[config.mk]
export PLATFORM = sky130hd
export DESIGN_NAME = sbrc_standby_retention_config
export DESIGN_NICKNAME = d
export VERILOG_FILES = /design/src/sbrc_standby_retention_config.v
export VERILOG_INCLUDE_DIRS = /design/src
export SDC_FILE = /design/constraint.sdc
export NUM_CORES = 1
export LEC_CHECK = 0
export BUFFER_PORTS_ARGS = -buffer_cell sky130_fd_sc_hd__buf_2
export CAP_MARGIN = 15
export CORE_ASPECT_RATIO = 0.75
export CORE_MARGIN = 1.5
export CORE_UTILIZATION = 32
export DETAILED_ROUTE_END_ITERATION = 12
export GPL_ROUTABILITY_DRIVEN = 1
export PLACE_DENSITY = 0.84
export SYNTH_ARGS = -nofsm -noshare
export SYNTH_HDL_FRONTEND = slang
export SYNTH_SLANG_ARGS = --single-unit
[constraint.sdc]
create_clock -name mclk -period 0.8 [get_ports mclk]
set_input_delay 0.04 -clock mclk [delete_from_list [all_inputs] [get_ports mclk]]
set_output_delay 0.04 -clock mclk [all_outputs]
set_load 0.02 [all_outputs]
[src/sbrc_consts.vh]
`ifndef SBRC_CONSTS_VH
`define SBRC_CONSTS_VH

// Register index of the housekeeping standby configuration register.
`define SBRC_HSC_ADDR 6'h39
`define SBRC_HSC_RESET 16'h0000

// Field positions inside the register.
`define SBRC_CAL_X2_BIT 13
`define SBRC_ROUTE_BIT 8
`define SBRC_DIAG_BIT 7
`define SBRC_OUTS_BIT 6
`define SBRC_SW_BIT 5

// Bits this block stores; bits 12..9 are reserved, others belong elsewhere.
`define SBRC_OWN_MASK 16'h21E0

`endif

[src/sbrc_standby_retention_config.v]
// Function
// - Range bit doubles calibration string voltage.
// - Routing bit overrides pin four drive settings.
// - Routed pin four low in standby.
// - Routing clear gives pin four normal control; outputs keepalive gates its drive in standby.
// - Diag keepalive keeps enabled diagnostics in standby.
// - Oscillator kept: keepalive, voltage error, internal clock.
// - Outputs keepalive keeps enabled outputs in standby.
// - Switch keepalive clear opens switch in standby.
// - Switch keepalive set uses channel switch setting.
// - Fields read/write, reset to zero.
`timescale 1ns/1ps
`include "sbrc_consts.vh"

module sbrc_standby_retention_config (
  // Clock and reset
  input wire mclk,
  input wire reset_n,
  // Register port
  input wire reg_wr,
  input wire [5:0] reg_addr,
  input wire [15:0] reg_wdata,
  output reg [15:0] housekeeping_standby_config,
  // Device state
  input wire in_standby,
  input wire diag_errors_enabled,
  input wire volt_error_enabled,
  input wire internal_clock_selected,
  input wire output_pin_four_drive_enable,
  input wire output_pin_four_value,
  input wire outputs_enabled,
  input wire channel_switch_setting,
  // Controls to the analog side and pins
  output reg calibration_range_doubler,
  output reg output_pin_four,
  output reg output_pin_four_oe,
  output reg diag_active,
  output reg oscillator_run,
  output reg general_output_active,
  output reg switch_closed
);

  // Stored fields, one flop each; the readback is rebuilt from them.
  reg cal_x2;
  reg route;
  reg diag_keep;
  reg outs_keep;
  reg sw_keep;

  // Next values of the stored fields.
  reg next_cal_x2;
  reg next_route;
  reg next_diag_keep;
  reg next_outs_keep;
  reg next_sw_keep;

  // Next values of the registered outputs.
  reg [15:0] next_readback;
  reg next_doubler;
  reg next_pin;
  reg next_pin_oe;
  reg next_diag;
  reg next_osc;
  reg next_outs;
  reg next_switch;

  // High when the host writes this register in the current cycle.
  wire hsc_write;

  // A feature may run outside standby, and in standby only when its
  // keepalive condition holds.
  function alive;
    input standby;
    input keep;
    begin
      alive = ~standby | keep;
    end
  endfunction

  // Places the stored fields in their bits; every other bit reads zero, so
  // reserved bits and bits owned by other blocks never echo host data.
  function [15:0] pack_fields;
    input f_cal;
    input f_route;
    input f_diag;
    input f_outs;
    input f_sw;
    begin
      pack_fields = 16'h0000;
      pack_fields[`SBRC_CAL_X2_BIT] = f_cal;
      pack_fields[`SBRC_ROUTE_BIT] = f_route;
      pack_fields[`SBRC_DIAG_BIT] = f_diag;
      pack_fields[`SBRC_OUTS_BIT] = f_outs;
      pack_fields[`SBRC_SW_BIT] = f_sw;
    end
  endfunction

  assign hsc_write = reg_wr && (reg_addr == `SBRC_HSC_ADDR);

  // Only the five owned bits are taken; the rest of the word is dropped.
  always @* begin
    next_cal_x2 = cal_x2;
    next_route = route;
    next_diag_keep = diag_keep;
    next_outs_keep = outs_keep;
    next_sw_keep = sw_keep;
    if (hsc_write) begin
      next_cal_x2 = reg_wdata[`SBRC_CAL_X2_BIT];
      next_route = reg_wdata[`SBRC_ROUTE_BIT];
      next_diag_keep = reg_wdata[`SBRC_DIAG_BIT];
      next_outs_keep = reg_wdata[`SBRC_OUTS_BIT];
      next_sw_keep = reg_wdata[`SBRC_SW_BIT];
    end
  end

  always @(posedge mclk) begin
    if (!reset_n) begin
      cal_x2 <= 1'h0;
      route <= 1'h0;
      diag_keep <= 1'h0;
      outs_keep <= 1'h0;
      sw_keep <= 1'h0;
    end else begin
      cal_x2 <= next_cal_x2;
      route <= next_route;
      diag_keep <= next_diag_keep;
      outs_keep <= next_outs_keep;
      sw_keep <= next_sw_keep;
    end
  end

  // Readback and calibration control.
  always @* begin
    next_readback = pack_fields(cal_x2, route, diag_keep, outs_keep, sw_keep);
    next_doubler = cal_x2;
  end

  // Pin four: with the routing bit set, the standby indicator overrides the normal pin settings.
  always @* begin
    if (route) begin
      next_pin = ~in_standby;
      next_pin_oe = 1'h1;
    end else begin
      next_pin = output_pin_four_value;
      next_pin_oe = output_pin_four_drive_enable & alive(in_standby, outs_keep);
    end
  end

  // Standby keepalive gating. The oscillator is only released in standby,
  // so a conversion never loses its clock.
  always @* begin
    next_diag = diag_errors_enabled & alive(in_standby, diag_keep);
    next_osc = alive(in_standby,
      diag_keep & volt_error_enabled & internal_clock_selected);
    next_outs = outputs_enabled & alive(in_standby, outs_keep);
    if (in_standby && !sw_keep) begin
      next_switch = 1'h0;
    end else begin
      next_switch = channel_switch_setting;
    end
  end

  // Outputs are registered, so each follows its cause one cycle later.
  always @(posedge mclk) begin
    if (!reset_n) begin
      housekeeping_standby_config <= `SBRC_HSC_RESET;
    end else begin
      housekeeping_standby_config <= next_readback;
    end
  end

  always @(posedge mclk) begin
    if (!reset_n) begin
      calibration_range_doubler <= 1'h0;
    end else begin
      calibration_range_doubler <= next_doubler;
    end
  end

  always @(posedge mclk) begin
    if (!reset_n) begin
      output_pin_four <= 1'h0;
      output_pin_four_oe <= 1'h0;
    end else begin
      output_pin_four <= next_pin;
      output_pin_four_oe <= next_pin_oe;
    end
  end

  always @(posedge mclk) begin
    if (!reset_n) begin
      diag_active <= 1'h0;
    end else begin
      diag_active <= next_diag;
    end
  end

  // The oscillator comes out of reset running; stopping it is a standby
  // saving only, never a start-up state.
  always @(posedge mclk) begin
    if (!reset_n) begin
      oscillator_run <= 1'h1;
    end else begin
      oscillator_run <= next_osc;
    end
  end

  always @(posedge mclk) begin
    if (!reset_n) begin
      general_output_active <= 1'h0;
    end else begin
      general_output_active <= next_outs;
    end
  end

  always @(posedge mclk) begin
    if (!reset_n) begin
      switch_closed <= 1'h0;
    end else begin
      switch_closed <= next_switch;
    end
  end

endmodule // sbrc_standby_retention_config

# ---- Word-level counts from Yosys, hierarchy flattened
# Cells that the tools add are included.
dict set report classes {
  mux 2
  reduce_logical 4
  eq_ne 1
  bitwise 10
}
# op n
set op_table {}
lappend op_table {{equality test 6 bit, second input constant} 1}
lappend op_table {{bitwise AND 1 bit} 5}
lappend op_table {{OR 1 bit} 3}
lappend op_table {{logical AND 1 bit} 2}
lappend op_table {{two-way mux 1 bit} 2}
lappend op_table {{NOT 1 bit} 2}
lappend op_table {{OR reduction 2 bit} 1}
lappend op_table {{logical NOT 1 bit} 1}
dict set report totals {
  reg_bits 28
  wordCells 31
  output_inout_bits 23
}

# ---- Longest topological paths before layout
dict set report logic_depth {
  depth_word 4
  depth_mapped 3
  depth_no_buf 3
}

# ---- Worst setup path after synthesis
# OpenSTA, ideal clock, no wires.
dict set report synth_path {
  kind {input to register}
  from {in reg_addr[2]}
  to {reg cal_x2}
  setup_time_ps 72
  arrival_ps 694
  path_stages 3
  required_ps 728
  path_slack_ps 34
  path_cell_list {nand4b_4 -> nor3_4 -> mux2i_1}
}
dict set report synth_via {
  elab_chain_len 2
}
# element line
set synth_lines {}
lappend synth_lines {{start: declaration} sbrc_standby_retention_config.v:21} ;# input wire [5:0] reg_addr,
lappend synth_lines {{equality test 6 bit (no line)} n/a}
lappend synth_lines {{logical AND 1 bit} sbrc_standby_retention_config.v:98} ;# assign hsc_write = reg_wr && (reg_addr == `SBRC_HSC_ADDR);
lappend synth_lines {{end signal: assignment} sbrc_standby_retention_config.v:124} ;# cal_x2 <= next_cal_x2;
lappend synth_lines {{end: declaration} sbrc_standby_retention_config.v:44} ;# reg cal_x2;
# No other way between the ends.
# A chain may end at the register's enable or synchronous reset.

# ---- Final worst setup path
dict set report layout_path {
  from {reg housekeeping_standby_config[13]}
  to {out housekeeping_standby_config[13]}
}
# element line
set layout_lines {}
lappend layout_lines {{start: declaration} sbrc_standby_retention_config.v:23} ;# output reg [15:0] housekeeping_standby_config,
lappend layout_lines {{start signal: assignment} sbrc_standby_retention_config.v:166} ;# housekeeping_standby_config <= `SBRC_HSC_RESET;
lappend layout_lines {{start signal: assignment} sbrc_standby_retention_config.v:168} ;# housekeeping_standby_config <= next_readback;
# No word-level cell between the ends.

==> report_table.html <==
<table>
<tr><th>Metric</th><th>Value</th></tr>
<tr><th colspan="2">Power</th></tr>
<tr><td>PwrDens</td><td>between 1500 and 2000 nW/um2</td></tr>
<tr><td>P_leak</td><td>about 0.52 nW</td></tr>
<tr><td>Worst voltage drop across the vdd grid</td><td>around 1.1 mV</td></tr>
<tr><th colspan="2">Global route</th></tr>
<tr><td>Number of global-route vias before repair</td><td>approximately 520</td></tr>
<tr><td>Wire length of the first global-routing pass</td><td>approximately 2000 um</td></tr>
<tr><td>Number of antenna violations at the first check in global routing</td><td>0</td></tr>
<tr><td>Overall global routing resource usage</td><td>~12%</td></tr>
<tr><td>Overflow left after global routing</td><td>0</td></tr>
<tr><td>Largest net degree at the start of global routing</td><td>17</td></tr>
<tr><th colspan="2">Floorplanning</th></tr>
<tr><td>Ports</td><td>56</td></tr>
<tr><td>Std-Cell Core Area</td><td>around 1800 um2</td></tr>
<tr><td>DIE HEIGHT</td><td>between 40 and 50 um</td></tr>
<tr><td>Full die area</td><td>roughly 2300 um2</td></tr>
<tr><td>Width of the die</td><td>between 50 and 60 um</td></tr>
<tr><td>Starting density of the core</td><td>35.6%</td></tr>
<tr><td>Cell row count</td><td>13</td></tr>
<tr><th colspan="2">Critical path</th></tr>
<tr><td>Highest fanout seen on the critical path</td><td>2</td></tr>
<tr><td>Startpoint of the most critical register-to-register path</td><td>outs_keep</td></tr>
<tr><td>Worst R2R Setup Slack</td><td>roughly 0.040 ns</td></tr>
<tr><td>Critical path startpoint category</td><td>register</td></tr>
<tr><td>Setup Crit Path Kind</td><td>register to primary output</td></tr>
<tr><td>Cell breakdown of the critical path</td><td>buf_6</td></tr>
<tr><td>Worst-path cell with the longest stage delay</td><td>sky130_fd_sc_hd__dfxtp_2</td></tr>
<tr><td>Delay of the slowest critical-path stage</td><td>around 0.35 ns</td></tr>
<tr><td>Buf/Inv on CP</td><td>1</td></tr>
<tr><td>End of the worst register-to-register path</td><td>output_pin_four_oe</td></tr>
<tr><td>Cell family contributing the most delay on the critical path</td><td>flip-flops</td></tr>
<tr><td>CP endpoint kind</td><td>primary output</td></tr>
<tr><td>Count of cells along the worst register-to-register path</td><td>3</td></tr>
<tr><td>Critical Path RT</td><td>roughly 0.76 ns</td></tr>
<tr><td>Critical Path AT</td><td>around 0.74 ns</td></tr>
<tr><th colspan="2">Logic synthesis</th></tr>
<tr><td>Synthesized cell area</td><td>approximately 650 um2</td></tr>
<tr><td>Share of synthesized flip-flops with an asynchronous set or reset</td><td>0%</td></tr>
<tr><td>Number of distinct library cell variants in the gate-level netlist after synthesis</td><td>15</td></tr>
<tr><td>Sequential fraction of the synthesis area</td><td>between 40% and 50%</td></tr>
<tr><td>Yosys top cell area share</td><td>between 40 and 50%</td></tr>
<tr><td>Post-Synthesis Mean Instance Area</td><td>approximately 9.5 um2</td></tr>
<tr><td>Synth cell count leaders</td><td>16 x sky130_fd_sc_hd__dfxtp_1, 13 x sky130_fd_sc_hd__nand2_1, 12 x sky130_fd_sc_hd__buf_4, 8 x sky130_fd_sc_hd__inv_1, 6 x sky130_fd_sc_hd__mux2i_1</td></tr>
<tr><td>Number of flops mapped to enable cells by yosys</td><td>0</td></tr>
<tr><td>Yosys synthesis warning count</td><td>0</td></tr>
<tr><td>Most frequently used cell type in the post-synthesis netlist</td><td>sky130_fd_sc_hd__dfxtp_1</td></tr>
<tr><td>Post-Syn Instances</td><td>between 60 and 70</td></tr>
<tr><td>Top post-synthesis cells by area</td><td>sky130_fd_sc_hd__dfxtp_1 49%, sky130_fd_sc_hd__buf_4 14%, sky130_fd_sc_hd__mux2i_1 9.3%</td></tr>
<tr><td>Largest area contributor in the netlist</td><td>sky130_fd_sc_hd__dfxtp_1</td></tr>
<tr><td>Leading register cell type out of synthesis</td><td>sky130_fd_sc_hd__dfxtp_1</td></tr>
<tr><td>FF+latch count, synth</td><td>16</td></tr>
<tr><th colspan="2">Timing</th></tr>
<tr><td>Shortest clock period the worst path allows after layout</td><td>0.782 ns</td></tr>
<tr><td>Highest Clock Rate</td><td>around 1300 MHz</td></tr>
<tr><td>Final setup skew</td><td>0.00127 ns</td></tr>
<tr><td>Setup repair after global routing missed its margin</td><td>true</td></tr>
<tr><td>Final hold vios</td><td>0</td></tr>
<tr><td>Setup slack after layout</td><td>around 0.018 ns</td></tr>
<tr><td>Number of endpoints failing setup at the final stage</td><td>0</td></tr>
<tr><td>Share of the clock period used by the worst path</td><td>slightly below 100%</td></tr>
<tr><td>Number of max-slew violations in the final report</td><td>0</td></tr>
<tr><th colspan="2">Detailed routing</th></tr>
<tr><td>Detailed-routing iteration count for the pre-antenna-repair pass</td><td>4</td></tr>
<tr><td>Total detailed-routing wirelength</td><td>1470 um</td></tr>
<tr><td>Via count</td><td>roughly 560</td></tr>
<tr><td>DR WL/cell</td><td>roughly 11 um</td></tr>
<tr><td>Avg Vias per Cell</td><td>a little over 4</td></tr>
<tr><td>Number of violations reported at the end of detailed-routing iteration 0</td><td>4</td></tr>
<tr><td>Count of antenna-violating nets left after detailed routing</td><td>0</td></tr>
<tr><td>DRC violations left</td><td>0</td></tr>
<tr><th colspan="2">Min path</th></tr>
<tr><td>End point of the worst hold path</td><td>cal_x2</td></tr>
<tr><td>Worst min-delay path class</td><td>input pin to register</td></tr>
<tr><td>Number of cells on the worst hold path</td><td>3</td></tr>
<tr><td>Hold path startpoint</td><td>reg_wdata[13]</td></tr>
<tr><th colspan="2">Clocking</th></tr>
<tr><td>Max H-tree Level</td><td>1</td></tr>
<tr><td>Cell at the root of the clock tree</td><td>sky130_fd_sc_hd__clkbuf_4</td></tr>
<tr><td>Max clock buf depth</td><td>2</td></tr>
<tr><td>Inserted Clock Buffers</td><td>3</td></tr>
<tr><td>TritonCTS clock tree</td><td>built</td></tr>
<tr><td>Buffers inserted by post-CTS timing repair</td><td>0</td></tr>
<tr><td>Clock-pin slew on the worst setup and hold paths</td><td>approximately 0.09 ns</td></tr>
<tr><td>TritonCTS sink count</td><td>16</td></tr>
<tr><td>Worst-Skew Late Latency</td><td>between 0.2 and 0.3 ns</td></tr>
<tr><th colspan="2">Placement</th></tr>
<tr><td>Cell count after placement</td><td>120</td></tr>
<tr><td>Final weighted congestion in routability-driven placement</td><td>between 0.6 and 0.7</td></tr>
<tr><td>Placed inst area</td><td>around 780 um2</td></tr>
<tr><td>Count of input and output buffers</td><td>33</td></tr>
<tr><td>Hpwl dp</td><td>902 um</td></tr>
<tr><td>Worst slack at placement</td><td>-0.174 ns</td></tr>
<tr><th colspan="2">Final layout</th></tr>
<tr><td>FILL cells</td><td>between 150 and 200</td></tr>
<tr><td>Summed area of non-filler cells in the final layout</td><td>between 1000 and 1500 um2</td></tr>
<tr><td>Final std cells w/o fill</td><td>about 140</td></tr>
<tr><td>Area growth, synth to finish</td><td>55.8%</td></tr>
<tr><td>Total inserted antenna cells</td><td>0</td></tr>
<tr><td>Final nets</td><td>approximately 150</td></tr>
<tr><td>Layout cell share with drive strength beyond 1</td><td>43.4%</td></tr>
<tr><td>Max reg flops</td><td>5</td></tr>
<tr><td>Biggest register</td><td>housekeeping_standby_config</td></tr>
<tr><th colspan="2">Flow run</th></tr>
<tr><td>MaxCap Viol Count</td><td>0</td></tr>
<tr><th colspan="2">Run status</th></tr>
<tr><td>Status</td><td>finished, final reports clean</td></tr>
</table>
power breakdown:
part / internal [mW] / switching (mW)
registers: 0.813 / 0.00718
logic: 0.115 / 0.126
clock network: 0.277 / 0.244
what timing repair did:
| action | in CTS | in global routing |
|---|---|---|
| hold buffers | 9 | 2 |
| hold endpoints to repair | 7 | 1 |
| endpoints found under the setup margin | 5 | 13 |
| resized for setup | 6 | 26 |
placed cells by master (no fill, tap or decap):
cell type,netlist,routed
sky130_fd_sc_hd__a21oi_1,3,3
sky130_fd_sc_hd__nand2_1,13,13
sky130_fd_sc_hd__and2_1,1,1
sky130_fd_sc_hd__mux2i_1,6,6
sky130_fd_sc_hd__buf_4,12,2
sky130_fd_sc_hd__conb_1,1,11
sky130_fd_sc_hd__clkbuf_4,0,3
sky130_fd_sc_hd__and3_1,1,1
sky130_fd_sc_hd__dlygate4sd3_1,0,11
sky130_fd_sc_hd__nand4b_4,1,1
sky130_fd_sc_hd__nand3_1,2,2
sky130_fd_sc_hd__buf_6,0,10
sky130_fd_sc_hd__nor2b_1,1,1
sky130_fd_sc_hd__nor3_4,1,1
sky130_fd_sc_hd__buf_2,1,21
sky130_fd_sc_hd__clkbuf_8,0,1
sky130_fd_sc_hd__dfxtp_1,16,6
sky130_fd_sc_hd__inv_1,8,8
sky130_fd_sc_hd__dfxtp_2,0,10
sky130_fd_sc_hd__nand2b_1,1,1
metrics by stage:
stage	total power, mW	setup TNS, ns	utilization (%)	hold WS, ns
6_report	1.58	0	55.4	0.0109
5_1_grt	1.66	-0.0733	55.4	0.0209
4_1_cts	1.57	-0.0131	50.7	0.00154
3_5_place_dp	1.01	-0.816	43.0	0.269
3_3_place_gp	1.01	-0.555	43.0	0.263
2_1_floorplan	0.974	0	-	0.112
routing by layer:
layer	part of all wire, %	track usage [%]
met5	0	0
met4	0.75	7.32
met3	8.4	2.50
met2	55	23.1
met1	35	11.6
how the worst max path moves through the flow:
stage                                          from                               to  slack [ns]  cells past startpoint
finish              housekeeping_standby_config[13]  housekeeping_standby_config[13]        0.02                      1
global route        housekeeping_standby_config[13]  housekeeping_standby_config[13]       -0.03                      1
CTS                 housekeeping_standby_config[13]  housekeeping_standby_config[13]      -0.007                      1
detailed placement                      reg_addr[2]                        outs_keep       -0.17                      4
global placement                        reg_addr[2]                        diag_keep       -0.11                      4
floorplan                               reg_addr[2]                           cal_x2        0.03                      3
cells by family (layout without fill, tap and decap cells):
group | count (synthesis) | count (layout) | synth area share [%]
other cells | 1 | 11 | 0.579
flops | 16 | 16 | 49.4
compound gates | 3 | 3 | 2.32
buf+inv | 21 | 56 | 19.3
mux | 6 | 6 | 9.27
simple gates | 21 | 21 | 19.1
final cells by class:
cell class / instances / area (um2) / share of cell area [%]
inverters: 8 / 30.0 / 2.97
clock buffers: 4 / 36.3 / 3.59
well taps: 22 / 27.5 / 2.73
repair buffers: 44 / 343 / 34.0
flip-flops and latches: 16 / 333 / 33.0
multi-input cells: 41 / 240 / 23.8
No activity file was read; power rests on OpenSTA's default activity.
